$ cat src/rtdcc_pkg.sv
package rtdcc_pkg;

    // Register addresses
    localparam logic [15:0] ADDR_SCALED_MEASURE = 16'h9c46;
    localparam logic [15:0] ADDR_FLOAT_HIGH = 16'h9c4d;
    localparam logic [15:0] ADDR_FLOAT_LOW = 16'h9c4e;
    localparam logic [15:0] ADDR_LEAD_RESISTANCE = 16'h9c53;
    localparam logic [15:0] ADDR_CONFIG_WORD = 16'h9c68;
    localparam logic [15:0] ADDR_FALLBACK_VALUE = 16'h9c6d;

    // Reset values
    localparam logic [15:0] CONFIG_RESET = 16'h0002;
    localparam logic [15:0] FALLBACK_RESET = 16'h2134;
    localparam logic [15:0] CONFIG_USED_MASK = 16'h00ff;

    // Config field positions
    localparam int SENSOR_MSB = 7;
    localparam int SENSOR_LSB = 6;
    localparam int MEASURE_BIT = 5;
    localparam int WIRING_BIT = 4;
    localparam int REJECT_BIT = 3;
    localparam int FILTER_MSB = 2;
    localparam int FILTER_LSB = 0;

    typedef enum logic [1:0] {
        SENSOR_PT100 = 2'h0,
        SENSOR_NI100 = 2'h1,
        SENSOR_PT500 = 2'h2,
        SENSOR_PT1000 = 2'h3
    } rtdcc_sensor_type;

    typedef enum logic [2:0] {
        FILT_NONE = 3'h0,
        FILT_AVG13 = 3'h1,
        FILT_AVG14 = 3'h2,
        FILT_EXP1 = 3'h3,
        FILT_EXP2 = 3'h4,
        FILT_EXP3 = 3'h5,
        FILT_EXP4 = 3'h6,
        FILT_EXP5 = 3'h7
    } rtdcc_filter_type;

    // Averaging class
    typedef enum logic [1:0] {
        AVG_OFF = 2'h0,
        AVG_13BIT = 2'h1,
        AVG_14BIT = 2'h2,
        AVG_14BIT_EXP = 2'h3
    } rtdcc_avg_type;

    // Fallback limits
    localparam logic signed [15:0] FALLBACK_MIN_TEMP = -16'sd32000;
    localparam logic signed [15:0] FALLBACK_MIN_RES = 16'sd0;
    localparam logic signed [15:0] FALLBACK_MAX = 16'sd32000;

    // Step thresholds in degrees
    localparam int STEP_PT100_DEG = 8;
    localparam int STEP_NI100_DEG = 5;
    localparam int STEP_PT500_DEG = 9;
    localparam int STEP_PT1000_DEG = 5;
    localparam int TENTHS_PER_DEG = 10;

    // 50 Hz propagation times, in ms
    localparam int PROP_NONE_MS = 45;
    localparam int PROP_AVG13_MS = 236;
    localparam int PROP_AVG14_MS = 405;
    localparam int PROP_EXP1_MS = 1000;
    localparam int PROP_EXP2_MS = 3000;
    localparam int PROP_EXP3_MS = 8000;
    localparam int PROP_EXP4_MS = 24000;
    localparam int PROP_EXP5_MS = 72000;
    localparam int PROP_FAST13_MS = 103;
    localparam int PROP_FAST14_MS = 179;
    // 60 Hz divides by 1.2, done as times five over six
    localparam int REJ60_NUM = 5;
    localparam int REJ60_DEN = 6;
    localparam int MS_WIDTH = 17;

    // Millisecond tick at 125 MHz
    localparam int CLK_PERIOD_NS = 8;
    localparam int MS_TIME_NS = 1000000;
    localparam int MS_TICK_CYCLES = MS_TIME_NS / CLK_PERIOD_NS;

    // Lamp timing, in ms
    localparam int LAMP_PULSE_MS = 50;
    localparam int ERR_BLINK_HALF_MS = 250;
    localparam int LAMP_CNT_WIDTH = 9;

endpackage : rtdcc_pkg
$ cat src/rtdcc_lamp_if.sv
`timescale 1ns/1ps
`default_nettype none

// Register bank events for the lamp driver
interface rtdcc_lamp_if;
    logic ms_tick;
    logic rx_event;
    logic tx_event;
    logic error_present;
    logic module_fail;
    logic bus_suspect;

    modport src
    (
        output ms_tick,
        output rx_event,
        output tx_event,
        output error_present,
        output module_fail,
        output bus_suspect
    );

    modport lamp
    (
        input ms_tick,
        input rx_event,
        input tx_event,
        input error_present,
        input module_fail,
        input bus_suspect
    );
endinterface : rtdcc_lamp_if

`default_nettype wire

$ cat src/rtdcc_channel_regs.sv
`timescale 1ns/1ps
`default_nettype none

// Function
// - Sensor-type bits 7:6 decode as 00 Pt100, 01 Ni100, 10 Pt500, 11 Pt1000, resetting to 00.
// - Bit 5 picks temperature (0) or resistance (1) reporting and sets the measure units.
// - Bit 4 picks two/four-wire (0) or three-wire (1) sensor connection.
// - Bit 3 picks 50 Hz (0) or 60 Hz (1) rejection; 60 Hz divides every propagation time by 1.2.
// - Bits 2:0 hold the filter select, resetting to 010.
// - Filter codes mean off, 13-bit average, 14-bit average, and average plus exponential.
// - Update delay after a step is 45/236/405 ms or 1/3/8/24/72 s slow, 103 or 179 ms fast.
// - Steps at or over 8, 5, 9 or 5 degrees per sensor type take the fast response unless the filter is off.
// - A read-only integer measure word in tenths of a degree or hundredths/tenths of an ohm.
// - The measure as a 32-bit float, upper half first, lower half at the next address.
// - A read-only word gives the lead-wire resistance in milliohms.
// - The fallback value defaults to 8500; writes outside its temperature or resistance range are dropped.
// - The error lamp blinks on a reportable error and is steady on module failure.
// - The receive lamp flashes per received packet and is steady on a suspect bus.
// - The transmit lamp flashes per sent packet and is steady on module failure.
module rtdcc_channel_regs
    import rtdcc_pkg::*;
#(
    parameter int MS_TICK = MS_TICK_CYCLES
)
(
    input wire logic sys_clk,
    input wire logic rst,
    // Register access
    input wire logic reg_rd,
    input wire logic reg_wr,
    input wire logic [15:0] reg_addr,
    input wire logic [15:0] reg_wdata,
    output logic [15:0] reg_rdata,
    output logic reg_ack,
    output logic reg_err,
    // Samples from the acquisition path
    input wire logic sample_valid,
    input wire logic [15:0] sample_value,
    input wire logic [15:0] sample_float_high,
    input wire logic [15:0] sample_float_low,
    input wire logic [15:0] sample_lead,
    input wire logic sensor_fault,
    input wire logic module_fail,
    input wire logic bus_suspect,
    // Decoded configuration and update status
    output rtdcc_pkg::rtdcc_sensor_type sensor_type,
    output logic measure_resistance,
    output logic three_wire,
    output logic reject_60hz,
    output rtdcc_pkg::rtdcc_avg_type avg_mode,
    output logic [2:0] exp_stage,
    output logic resistance_fine,
    output logic update_busy,
    // Front-panel lamps
    output logic power_lamp,
    output logic error_lamp,
    output logic receive_lamp,
    output logic transmit_lamp
);
    import rtdcc_pkg::*;

    typedef enum logic [1:0] {
        ST_IDLE = 2'b01,
        ST_WAIT = 2'b10
    } rtdcc_state_type;

    localparam logic [MS_WIDTH-1:0] PROP_TABLE_SLOW [8] = '{
        MS_WIDTH'(PROP_NONE_MS), MS_WIDTH'(PROP_AVG13_MS), MS_WIDTH'(PROP_AVG14_MS),
        MS_WIDTH'(PROP_EXP1_MS), MS_WIDTH'(PROP_EXP2_MS), MS_WIDTH'(PROP_EXP3_MS),
        MS_WIDTH'(PROP_EXP4_MS), MS_WIDTH'(PROP_EXP5_MS)
    };
    localparam int TICK_WIDTH = $clog2(MS_TICK + 1);
    localparam logic [TICK_WIDTH-1:0] TICK_LAST = TICK_WIDTH'(MS_TICK - 1);

    rtdcc_lamp_if lamp_bus ();

    logic [15:0] config_word;
    logic [15:0] fallback_value;
    logic [15:0] shown_value;
    logic [15:0] shown_float_high;
    logic [15:0] shown_float_low;
    logic [15:0] lead_value;
    logic [15:0] pend_value;
    logic [15:0] pend_float_high;
    logic [15:0] pend_float_low;
    logic [TICK_WIDTH-1:0] tick_cnt;
    logic ms_tick;
    logic [MS_WIDTH-1:0] wait_ms;
    logic [MS_WIDTH-1:0] next_wait_ms;
    rtdcc_state_type state;
    rtdcc_state_type next_state;
    rtdcc_filter_type filter_code;

    // Magnitude of a signed step
    function automatic logic [15:0] abs_diff(input logic [15:0] a,
        input logic [15:0] b);
        logic signed [16:0] d;
        d = 17'($signed(a)) - 17'($signed(b));
        abs_diff = d[16] ? 16'(-d) : d[15:0];
    endfunction : abs_diff

    function automatic logic [15:0] step_limit(input rtdcc_sensor_type s);
        step_limit = 16'h0000;
        case (s)
            SENSOR_PT100: step_limit = 16'(STEP_PT100_DEG * TENTHS_PER_DEG);
            SENSOR_NI100: step_limit = 16'(STEP_NI100_DEG * TENTHS_PER_DEG);
            SENSOR_PT500: step_limit = 16'(STEP_PT500_DEG * TENTHS_PER_DEG);
            SENSOR_PT1000: step_limit = 16'(STEP_PT1000_DEG * TENTHS_PER_DEG);
            default: step_limit = 16'(STEP_PT100_DEG * TENTHS_PER_DEG);
        endcase
    endfunction : step_limit

    // Address decode
    logic hit_measure;
    logic hit_float_high;
    logic hit_float_low;
    logic hit_lead;
    logic hit_config;
    logic hit_fallback;
    logic hit_any;
    logic access;
    assign hit_measure = (reg_addr == ADDR_SCALED_MEASURE);
    assign hit_float_high = (reg_addr == ADDR_FLOAT_HIGH);
    assign hit_float_low = (reg_addr == ADDR_FLOAT_LOW);
    assign hit_lead = (reg_addr == ADDR_LEAD_RESISTANCE);
    assign hit_config = (reg_addr == ADDR_CONFIG_WORD);
    assign hit_fallback = (reg_addr == ADDR_FALLBACK_VALUE);
    assign hit_any = hit_measure | hit_float_high | hit_float_low | hit_lead | hit_config
        | hit_fallback;
    assign access = reg_rd | reg_wr;

    // Configuration field decode
    assign sensor_type = rtdcc_sensor_type'(config_word[SENSOR_MSB:SENSOR_LSB]);
    assign measure_resistance = config_word[MEASURE_BIT];
    assign three_wire = config_word[WIRING_BIT];
    assign reject_60hz = config_word[REJECT_BIT];
    assign filter_code = rtdcc_filter_type'(config_word[FILTER_MSB:FILTER_LSB]);
    // Hundredths of an ohm for 100-ohm sensors, else tenths
    assign resistance_fine = measure_resistance
        && (sensor_type == SENSOR_PT100 || sensor_type == SENSOR_NI100);

    // Filter class decode
    assign avg_mode = (filter_code == FILT_NONE) ? AVG_OFF
        : (filter_code == FILT_AVG13) ? AVG_13BIT
        : (filter_code == FILT_AVG14) ? AVG_14BIT
        : AVG_14BIT_EXP;
    assign exp_stage = (avg_mode == AVG_14BIT_EXP) ? 3'(filter_code - FILT_AVG14)
        : 3'h0;

    // Fallback range check; out-of-range writes are dropped
    logic signed [15:0] wr_signed;
    logic fallback_ok;
    assign wr_signed = $signed(reg_wdata);
    assign fallback_ok = (wr_signed <= FALLBACK_MAX)
        && (wr_signed >= (measure_resistance ? FALLBACK_MIN_RES : FALLBACK_MIN_TEMP));

    // Only the two writable words are stored
    always_ff @(posedge sys_clk or posedge rst)
    begin
        if (rst)
        begin
            config_word <= CONFIG_RESET;
            fallback_value <= FALLBACK_RESET;
        end
        else if (reg_wr)
        begin
            if (hit_config)
                config_word <= reg_wdata & CONFIG_USED_MASK;
            if (hit_fallback && fallback_ok)
                fallback_value <= reg_wdata;
        end
    end

    // Read mux; a fault shows the fallback in the integer word
    logic [15:0] read_mux;
    assign read_mux = hit_measure ? (sensor_fault ? fallback_value : shown_value)
        : hit_float_high ? shown_float_high
        : hit_float_low ? shown_float_low
        : hit_lead ? lead_value
        : hit_config ? config_word
        : hit_fallback ? fallback_value
        : 16'h0000;

    // Answer a cycle after the strobe; unmapped gives an error
    always_ff @(posedge sys_clk or posedge rst)
    begin
        if (rst)
        begin
            reg_rdata <= 16'h0000;
            reg_ack <= 1'b0;
            reg_err <= 1'b0;
        end
        else
        begin
            reg_ack <= access & hit_any;
            reg_err <= access & ~hit_any;
            if (reg_rd)
                reg_rdata <= read_mux;
        end
    end

    // Millisecond prescaler; timing against seconds-long filters in raw cycles
    // would need very wide counters
    assign ms_tick = (tick_cnt == TICK_LAST);
    always_ff @(posedge sys_clk or posedge rst)
    begin
        if (rst)
            tick_cnt <= '0;
        else if (ms_tick)
            tick_cnt <= '0;
        else
            tick_cnt <= tick_cnt + 1'b1;
    end

    // Propagation time for the step just seen
    logic step_fast;
    logic [MS_WIDTH-1:0] prop_50hz;
    logic [MS_WIDTH+2:0] prop_scaled;
    logic [MS_WIDTH-1:0] prop_ms;
    logic step_seen;
    assign step_fast = (abs_diff(sample_value, shown_value)
        >= step_limit(sensor_type));
    assign prop_50hz = (step_fast && avg_mode == AVG_13BIT) ? MS_WIDTH'(PROP_FAST13_MS)
        : (step_fast && avg_mode != AVG_OFF) ? MS_WIDTH'(PROP_FAST14_MS)
        : PROP_TABLE_SLOW[filter_code];
    assign prop_scaled = (MS_WIDTH + 3)'(prop_50hz)
        * (MS_WIDTH + 3)'(REJ60_NUM);
    assign prop_ms = reject_60hz ? MS_WIDTH'(prop_scaled / (MS_WIDTH + 3)'(REJ60_DEN))
        : prop_50hz;
    assign step_seen = sample_valid
        && (sample_value != shown_value);

    // Hold the new value back for the propagation time
    always_comb
    begin
        next_state = state;
        next_wait_ms = wait_ms;
        case (state)
            ST_IDLE:
            begin
                if (step_seen)
                begin
                    next_state = ST_WAIT;
                    next_wait_ms = prop_ms;
                end
            end
            ST_WAIT:
            begin
                if (ms_tick && wait_ms <= MS_WIDTH'(1))
                begin
                    next_state = ST_IDLE;
                    next_wait_ms = '0;
                end
                else if (ms_tick)
                    next_wait_ms = wait_ms - 1'b1;
            end
            default:
            begin
                next_state = ST_IDLE;
                next_wait_ms = '0;
            end
        endcase
    end

    logic load_shown;
    assign load_shown = (state == ST_WAIT) && (next_state == ST_IDLE);
    assign update_busy = (state == ST_WAIT);

    // State and wait registers
    always_ff @(posedge sys_clk or posedge rst)
    begin
        if (rst)
        begin
            state <= ST_IDLE;
            wait_ms <= '0;
        end
        else
        begin
            state <= next_state;
            wait_ms <= next_wait_ms;
        end
    end

    // Latest sample waits in pending words; the lead value is not filtered
    always_ff @(posedge sys_clk or posedge rst)
    begin
        if (rst)
        begin
            pend_value <= 16'h0000;
            pend_float_high <= 16'h0000;
            pend_float_low <= 16'h0000;
            lead_value <= 16'h0000;
        end
        else if (sample_valid)
        begin
            pend_value <= sample_value;
            pend_float_high <= sample_float_high;
            pend_float_low <= sample_float_low;
            lead_value <= sample_lead;
        end
    end

    // Shown words change only at the end of the wait
    always_ff @(posedge sys_clk or posedge rst)
    begin
        if (rst)
        begin
            shown_value <= 16'h0000;
            shown_float_high <= 16'h0000;
            shown_float_low <= 16'h0000;
        end
        else if (load_shown)
        begin
            shown_value <= pend_value;
            shown_float_high <= pend_float_high;
            shown_float_low <= pend_float_low;
        end
    end

    // Lamp events: a strobe is a received packet, an answer a sent one
    assign lamp_bus.ms_tick = ms_tick;
    assign lamp_bus.rx_event = access;
    assign lamp_bus.tx_event = reg_ack | reg_err;
    assign lamp_bus.error_present = sensor_fault;
    assign lamp_bus.module_fail = module_fail;
    assign lamp_bus.bus_suspect = bus_suspect;

    // Lamp driver
    rtdcc_lamp_ctrl u_lamps
    (
        .sys_clk(sys_clk),
        .rst(rst),
        .ev(lamp_bus.lamp),
        .power_lamp(power_lamp),
        .error_lamp(error_lamp),
        .receive_lamp(receive_lamp),
        .transmit_lamp(transmit_lamp)
    );
endmodule : rtdcc_channel_regs

`default_nettype wire

$ cat src/rtdcc_lamp_ctrl.sv
`timescale 1ns/1ps
`default_nettype none

module rtdcc_lamp_ctrl
    import rtdcc_pkg::*;
(
    input wire logic sys_clk,
    input wire logic rst,
    rtdcc_lamp_if.lamp ev,
    output logic power_lamp,
    output logic error_lamp,
    output logic receive_lamp,
    output logic transmit_lamp
);
    localparam logic [LAMP_CNT_WIDTH-1:0] PULSE_LEN = LAMP_CNT_WIDTH'(LAMP_PULSE_MS);
    localparam logic [LAMP_CNT_WIDTH-1:0] HALF_LEN = LAMP_CNT_WIDTH'(ERR_BLINK_HALF_MS);

    logic [1:0] pkt_event;
    logic [1:0] pkt_lit;
    logic [LAMP_CNT_WIDTH-1:0] blink_cnt;
    logic blink_phase;
    logic blink_wrap;

    assign pkt_event = {ev.tx_event, ev.rx_event};
    assign blink_wrap = ev.ms_tick && (blink_cnt == HALF_LEN - 1'b1);

    // One pulse stretcher per packet lamp; a new packet restarts the flash
    genvar g;
    generate
        for (g = 0; g < 2; g = g + 1)
        begin : g_pulse
            logic [LAMP_CNT_WIDTH-1:0] left;
            always_ff @(posedge sys_clk or posedge rst)
            begin
                if (rst)
                    left <= '0;
                else if (pkt_event[g])
                    left <= PULSE_LEN;
                else if (ev.ms_tick && left != '0)
                    left <= left - 1'b1;
            end
            assign pkt_lit[g] = (left != '0);
        end
    endgenerate

    // Free-running error blink phase
    always_ff @(posedge sys_clk or posedge rst)
    begin
        if (rst)
        begin
            blink_cnt <= '0;
            blink_phase <= 1'b0;
        end
        else if (blink_wrap)
        begin
            blink_cnt <= '0;
            blink_phase <= ~blink_phase;
        end
        else if (ev.ms_tick)
            blink_cnt <= blink_cnt + 1'b1;
    end

    // Steady light wins over blinking: a failure must not look like a packet
    always_ff @(posedge sys_clk or posedge rst)
    begin
        if (rst)
        begin
            power_lamp <= 1'b0;
            error_lamp <= 1'b0;
            receive_lamp <= 1'b0;
            transmit_lamp <= 1'b0;
        end
        else
        begin
            power_lamp <= 1'b1;
            error_lamp <= ev.module_fail | (ev.error_present & blink_phase);
            receive_lamp <= ev.bus_suspect | pkt_lit[0];
            transmit_lamp <= ev.module_fail | pkt_lit[1];
        end
    end
endmodule : rtdcc_lamp_ctrl

`default_nettype wire

$ cat config.mk
export PLATFORM = sky130hd
export DESIGN_NAME = rtdcc_channel_regs
export DESIGN_NICKNAME = d
export VERILOG_FILES = /design/src/rtdcc_pkg.sv /design/src/rtdcc_lamp_if.sv /design/src/rtdcc_channel_regs.sv /design/src/rtdcc_lamp_ctrl.sv
export SDC_FILE = /design/constraint.sdc
export NUM_CORES = 1
export LEC_CHECK = 0
export ABC_CLOCK_PERIOD_IN_PS = 9250
export BUFFER_PORTS_ARGS = -buffer_cell sky130_fd_sc_hd__buf_2
export CORE_ASPECT_RATIO = 1.2
export CORE_MARGIN = 4
export CORE_UTILIZATION = 55
export CTS_CLUSTER_DIAMETER = 100
export CTS_CLUSTER_SIZE = 25
export DETAILED_ROUTE_END_ITERATION = 10
export HOLD_SLACK_MARGIN = 0.12
export PLACE_DENSITY = 0.78
export REMOVE_ABC_BUFFERS = 1
export SYNTH_ARGS = -nofsm -noshare
export SYNTH_HDL_FRONTEND = slang
export SYNTH_SLANG_ARGS = --single-unit
export TNS_END_PERCENT = 10
$ cat constraint.sdc
create_clock -name sys_clk -period 9.25 [get_ports sys_clk]
set_input_delay 0.4625 -clock sys_clk [delete_from_list [all_inputs] [get_ports sys_clk]]
set_output_delay 0.4625 -clock sys_clk [all_outputs]
set_load 0.03 [all_outputs]
After elaboration in Yosys (flattened, before gate mapping)

Memories as Yosys holds them, arrays and structs flattened.
Cells that the tools add are included.

Register bits after elaboration: 222
Memories: 1
Memory bits (read-only): 136
Output and inout port bits: 34
Bits of input ports: 104
Logic and storage cells: 133
Bits in latches: 0
Bits in writable memories: 0

Memories:

| name             | words | width | read ports | clocked after memory_dff | wr ports | line                      | source |
|---|---|---|---|---|---|---|---|
| (name not given) | 8     | 17    | 1          | 0                        | 0        | rtdcc_channel_regs.sv:225 | `: PROP_TABLE_SLOW[filter_code];` |

Reductions and logical operators: 24
Bitwise gates (word level): 16
$lt $le $gt $ge: 5
Multiplexer cells: 33
Add/subtract/negate cells: 8
Div/mod/pow operators: 1
Equality and inequality tests: 21
Multiply operators: 1
Shifts and indexed selects: 0

Operator list:

| kind                  | count |
|---|---|
| $mux 17               | 9 |
| $mux 16               | 9 |
| $eq 16x16->1 const B  | 6 |
| $mux 9                | 6 |
| $pmux 16 s3           | 1 |
| $pmux 17 s2           | 1 |
| $ge 16x16->1          | 2 |
| $div 20x3->20 const B | 1 |
| $mul 17x3->20 const B | 1 |
| $reduce_bool 9->1     | 2 |
| $sub 9x1->9 const B   | 2 |
| $add 17x1->17 const B | 1 |
| $eq 17x17->1 const B  | 1 |
| $le 17x1->1 const B   | 1 |
| $sub 16x16->17        | 1 |
| $sub 17x1->17 const B | 1 |
| $le 16x16->1 const B  | 1 |
| $ne 16x16->1          | 1 |
| $neg 16->16           | 1 |
| $logic_and 1x1->1     | 11 |
| $or 1x1->1            | 10 |
| $add 9x1->9 const B   | 1 |
| $eq 9x8->1 const B    | 1 |
| $eq 2x1->1 const B    | 4 |
| 20 further kinds      | 34 |

Longest topological paths before layout

Depth after elaboration: 13
Gate-level depth with buffers: 51

Cells and area by module

From an unflattened synthesis, not the netlist that was laid out.

Cells, all modules: 1,656
Area total of the unflattened synthesis: 15,065.7 sq um

Modules (own cells, without submodules):

| module             | area an instance (sq um) | cells each | times used | seq. area each (sq um) |
|---|---|---|---|---|
| rtdcc_channel_regs | 13,442.9                 | 1,489      | 1          | 4,763.3 |
| rtdcc_lamp_ctrl    | 1,622.8                  | 167        | 1          | 800.8 |

Worst setup path before layout

Ideal clock, no wire load.

Kind: input to register
From: input port sample_value[0]
To: register wait_ms[0]
Cell stages on the path: 48
Required time: 9.120 ns
Data arrival time: 10.261 ns
Setup slack: -1.141 ns
Library setup time: 0.130 ns
Cells stage by stage: inv_1 > ha_1 > fa_1 > and2b_1 > o2111ai_1 > and4_1 > o21ai_1 > nor2_1 > xor2_1 > ha_1 > nor4_1 > o211ai_1 > o211ai_1 > a21oi_1 > o211ai_1 > nand4b_4 > a21oi_1 > clkbuf_1 > [12 not listed] > or2_1 > nor2_1 > a21oi_1 > mux2_4 > o211ai_2 > buf_6 > nor3_1 > a2111o_1 > or2_1 > buf_6 > a211o_1 > and3_4 > mux2_4 > a221o_1 > a311o_1 > a211oi_1 > a21o_1 > o211ai_2

Word-level cells in the longest chain between the ends: 12
Elaborated cells between the ends (all ways): 17
Those cells by class: add/sub: 2; mul: 1; div: 1; order compare: 1; eq/ne: 2; mux: 6; reduce/logical: 4

Ends and longest elaborated chain:

| item                 | line                      | source |
|---|---|---|
| from (decl)          | rtdcc_channel_regs.sv:38  | `input wire logic [15:0] sample_value,` |
| $sub 16x16->17       | rtdcc_channel_regs.sv:98  | `d = 17'($signed(a)) - 17'($signed(b));` |
| $neg 16->16          | rtdcc_channel_regs.sv:99  | `abs_diff = d[16] ? 16'(-d) : d[15:0];` |
| $mux 16              | rtdcc_channel_regs.sv:99  |  |
| $ge 16x16->1         | rtdcc_channel_regs.sv:222 | `>= step_limit(sensor_type));` |
| $logic_and 1x1->1    | rtdcc_channel_regs.sv:224 | `: (step_fast && avg_mode != AVG_OFF) ? MS_WIDTH'(PROP_FAST14_MS)` |
| $mux 17              | rtdcc_channel_regs.sv:224 |  |
| $mux 17              | rtdcc_channel_regs.sv:223 | `assign prop_50hz = (step_fast && avg_mode == AVG_13BIT) ? MS_WIDTH'(PROP_FAST13_MS)` |
| $mul 17x3->20        | rtdcc_channel_regs.sv:227 | `* (MS_WIDTH + 3)'(REJ60_NUM);` |
| $div 20x3->20        | rtdcc_channel_regs.sv:228 | `assign prop_ms = reject_60hz ? MS_WIDTH'(prop_scaled / (MS_WIDTH + 3)'(REJ60_DEN))` |
| $mux 17              | rtdcc_channel_regs.sv:228 |  |
| $mux 17              | rtdcc_channel_regs.sv:241 | `if (step_seen)` |
| $pmux 17 s2          | rtdcc_channel_regs.sv:238 | `case (state)` |
| to (signal assigned) | rtdcc_channel_regs.sv:280 | `wait_ms <= next_wait_ms;` |
| to (decl)            | rtdcc_channel_regs.sv:88  | `logic [MS_WIDTH-1:0] wait_ms;` |

Parallel ways exist; a longest one is shown, timed or not. The select of a mux whose other input is x is not followed.
A chain may end at the register's enable or synchronous reset.

Worst setup path in the final report

From: register shown_value[0]
To: register wait_ms[3]

Word-level cells in the longest chain between the ends: 12
Elaborated cells between the ends (all ways): 17
Those cells by class: add/sub: 2; mul: 1; div: 1; order compare: 1; eq/ne: 2; mux: 6; reduce/logical: 4

Ends and longest elaborated chain:

| item                   | line                      | source |
|---|---|---|
| from (decl)            | rtdcc_channel_regs.sv:79  | `logic [15:0] shown_value;` |
| from (signal assigned) | rtdcc_channel_regs.sv:314 | `shown_value <= pend_value;` |
| $sub 16x16->17         | rtdcc_channel_regs.sv:98  |  |
| $neg 16->16            | rtdcc_channel_regs.sv:99  |  |
| $mux 16                | rtdcc_channel_regs.sv:99  |  |
| $ge 16x16->1           | rtdcc_channel_regs.sv:222 |  |
| $logic_and 1x1->1      | rtdcc_channel_regs.sv:224 |  |
| $mux 17                | rtdcc_channel_regs.sv:224 |  |
| $mux 17                | rtdcc_channel_regs.sv:223 |  |
| $mul 17x3->20          | rtdcc_channel_regs.sv:227 |  |
| $div 20x3->20          | rtdcc_channel_regs.sv:228 |  |
| $mux 17                | rtdcc_channel_regs.sv:228 |  |
| $mux 17                | rtdcc_channel_regs.sv:241 |  |
| $pmux 17 s2            | rtdcc_channel_regs.sv:238 |  |

Parallel ways exist; a longest one is shown, timed or not. The select of a mux whose other input is x is not followed.

==> results.py <==
metrics = {
    "outcome": {
        "violations": "setup timing",
        "status": "complete, but fails checks",
    },
    "clocking": {
        "cts_sinks": 222,
        "clk_latency_ns": 0.48,
        "h-tree-depth": 1,
        "postCtsHoldBufs": 0,
        "clockBufferDepth": 3,
        "cts_tree": "built",
        "clk_pin_slew_ns": 0.10,
        "cts_root_buffer": "clkbuf_16",
        "numCtsBuffers": 13,
    },
    "pwr": {
        "p_seq_share_pct": 54.7,
        "p_sw_share_pct": 25.8,
        "p_switching_w": 0.000483,
        "combPwrFrac_pct": 13.2,
        "power_density_nw_per_um2": 102,
        "leakage_nw": 8.50,
        "max-vdd-ir-drop_mv": 0.176,
        "p_clk_share_pct": 32.1,
        "internal-power_w": 0.00139,
    },
    "drt": {
        "routedWlPerCell_um": 19.0,
        "totalWireLength_um": 43600,
        "detail-route-antenna-nets": 0,
        "via_per_inst": 6.14,
        "drc": 0,
        "dr.pass1.iters": 6,
        "initialDrtViolationCount": 1296,
        "num_vias": 14100,
    },
    "die": {
        "core_um2": 26300,
        "io_pins": 138,
        "dieArea_um2": 29300,
        "fp-row-count": 65,
        "initial_core_util_pct": 55.8,
        "die_h_um": 187,
        "die_x_um": 157,
    },
    "timing": {
        "worst_slack_ns": -0.359,
        "setup_violations": 3,
        "period_share_pct": 104,
        "fin_tns_setup_ns": -0.557,
        "hold_ws_ns": 0.120,
        "tightest_slew_ns": 1.07,
        "rsz0062_at_grt": "yes",
        "drv_slew": 0,
        "hold_violations": 0,
        "relSlewSlack_pct": 28.1,
        "fin_skew_ns": 0.0180,
        "period_minus_slack_ns": 9.61,
        "fmax_mhz": 104,
    },
    "cells_and_area": {
        "sequential_cell_area_um2": 5560,
        "fillers": 1907,
        "multiInputGateArea_um2": 8970,
        "syn_to_final_growth_pct": 25.2,
        "antenna_cells": 0,
        "drive_above_1_share_pct": 34.7,
        "fin_nets": 2115,
    },
    "synthesis": {
        "syn_avg_cell_area_um2": 9.20,
        "synth_common_cells": "215 x dfrtp_1, 157 x nor2_1, 147 x mux2_2",
        "yosys.area.top_type_share_pct": 36.7,
        "synth-edff-count": 0,
        "synth_most_common_cell": "dfrtp_1",
        "yosys-top-cells-area": "dfrtp_1 37%, mux2_2 11%, ha_1 5.2%",
        "yosys_warnings": 0,
        "syn_area_um2": 14700,
        "synth_area_leader_cell": "dfrtp_1",
        "synth_cell_type_count": 93,
        "netlist_instances": 1593,
        "async_flop_share_pct": 100,
        "synth_seq_cells": 222,
        "synth-seq-area-share_pct": 37.9,
        "synthFlopType": "dfrtp_1",
    },
    "placement": {
        "place.gp.congestion": 0.932,
        "dp_hpwl_um": 30300,
        "port_buffers": 137,
    },
    "critical_path": {
        "cpMaxStageDelayCell": "dfrtp_1",
        "cp_common_cell": "buf_4",
        "regToRegStartpoint": "shown_value[0]",
        "critPathCaptureType": "flip-flop",
        "crit_type": "flip-flop to flip-flop",
        "start_kind": "flip-flop",
        "worstPathArrival_ns": 9.95,
        "cp_max_fo": 5,
        "cp.required_ns": 9.59,
        "critPathMaxStageDelay_ns": 0.40,
        "cp-startpoint": "shown_value[0]",
    },
    "global_route": {
        "grt_pass1_wl_um": 69600,
        "grt_max_degree": 140,
        "grt-ovfl-total": 0,
        "antenna_found_initial": 9,
        "grt_pass1_vias": 14000,
        "track_usage_pct": 28.5,
    },
    "run": {
        "cap_violations": 0,
    },
    "hold_path": {
        "min_path_type": "input pin to asynchronous set/reset pin",
    },
}
## power groups by stage
stage | clock, W | combinational, W | sequential (W)
2_1_floorplan | 0 | 0.000125 | 0.00105
3_3_place_gp | 0 | 0.000232 | 0.00104
3_5_place_dp | 0 | 0.000240 | 0.00104
4_1_cts | 0.000611 | 0.000244 | 0.00102
5_1_grt | 0.000652 | 0.000271 | 0.00103
6_report | 0.000601 | 0.000247 | 0.00102
## final timing paths
path,end,slack (ns),depth (start not counted)
setup / recovery,wait_ms[3],-0.36,68
hold / removal,tick_cnt[2],0.12,2
setup reg to reg,wait_ms[3],-0.36,68
hold reg to reg,u_lamps.blink_phase,0.48,1
max in group asynchronous,pend_float_low[15],7.51,3
min in group sys_clk,u_lamps.receive_lamp,0.17,2
## repair_timing
| action | 4_1_cts | 5_1_grt |
|---|---|---|
| setup buffers | 53 | 7 |
| cloned | 1 | 0 |
| endpoints found under the setup margin | 8 | 8 |
| endpoints found under the hold margin | 0 | 0 |
| resized for setup | 53 | 36 |
| pin swaps | 24 | 19 |
## layout by cell type (no fill, tap or decap), drive strengths merged, types with 19 or more instances in the layout
| cell | instances |
|---|---|
| dfrtp | 215 |
| nor2 | 159 |
| a31oi | 25 |
| ha | 61 |
| nand3 | 33 |
| buf | 415 |
| xor2 | 30 |
| mux2 | 150 |
| nand2b | 19 |
| nor3 | 42 |
| inv | 61 |
| and3 | 25 |
| xnor2 | 41 |
| a21oi | 109 |
| nand2 | 134 |
| o21ai | 107 |
## cells by family (layout without fill, tap and decap cells)
| group | count (synthesis) | count (layout) | share of synthesized area [%] |
|---|---|---|---|
| other | 1 | 1 | 0.0256 |
| XOR/XNOR | 72 | 72 | 4.39 |
| adder cells (fa/ha/maj) | 63 | 63 | 5.48 |
| multiplexers | 159 | 159 | 12.2 |
| AO/OA/AOI/OAI | 405 | 405 | 18.2 |
| AND/OR/NAND/NOR | 538 | 538 | 18.1 |
| flip-flops | 222 | 222 | 37.9 |
| buffers and inverters | 133 | 495 | 3.60 |
## final cells by class
type	instances	share of cell area (%)
repair buffers	415	15.2
inverters	58	1.23
clock buffers	18	1.87
flip-flops and latches	222	30.3
well taps	335	2.28
multi-input cells	1238	48.9
clock inverters	4	0.225
## critical path: cells and delay by family (launching register included)
family / cells / cell delay, ns
buffers and inverters: 48 / 6.02
AOI/OAI and AO/OA: 10 / 1.10
DFF: 1 / 0.40
muxes: 1 / 0.17
adders and majority gates: 3 / 0.80
xor gates and xnor gates: 1 / 0.15
and+or+nand+nor: 5 / 0.82
## routing by layer
metal	vias to the layer above	track usage (%)	share of wire, %
li1	6540	-	-
met2	578	48.6	49
met5	-	0	0.32
met4	18	13.0	5.4
met1	6781	34.9	38
met3	154	5.60	7.1
## metrics by stage
stage	power (W)	instance area, um^2	utilization (%)	worst slack [ns]	instances
floorplan	0.00117	14400	-	-1.41	1518
detailed placement	0.00128	17100	65.1	-1.08	2208
global placement	0.00127	17100	65.1	-0.717	2208
global route	0.00195	18400	69.9	-0.684	2290
CTS	0.00188	18100	69.1	0.00680	2283
finish	0.00187	18400	69.9	-0.359	2290
## flip-flops by register name, summed over array words and instances, names as in the netlist, 2 cells and up
signal / cells
u_lamps.g_pulse.left: 18
tick_cnt: 17
wait_ms: 17
fallback_value: 16
lead_value: 16
pend_float_high: 16
pend_float_low: 16
pend_value: 16
reg_rdata: 16
shown_float_high: 16
shown_float_low: 16
shown_value: 16
u_lamps.blink_cnt: 9
config_word: 8
state: 2
Note: power is estimated with default switching activity, not from simulation.
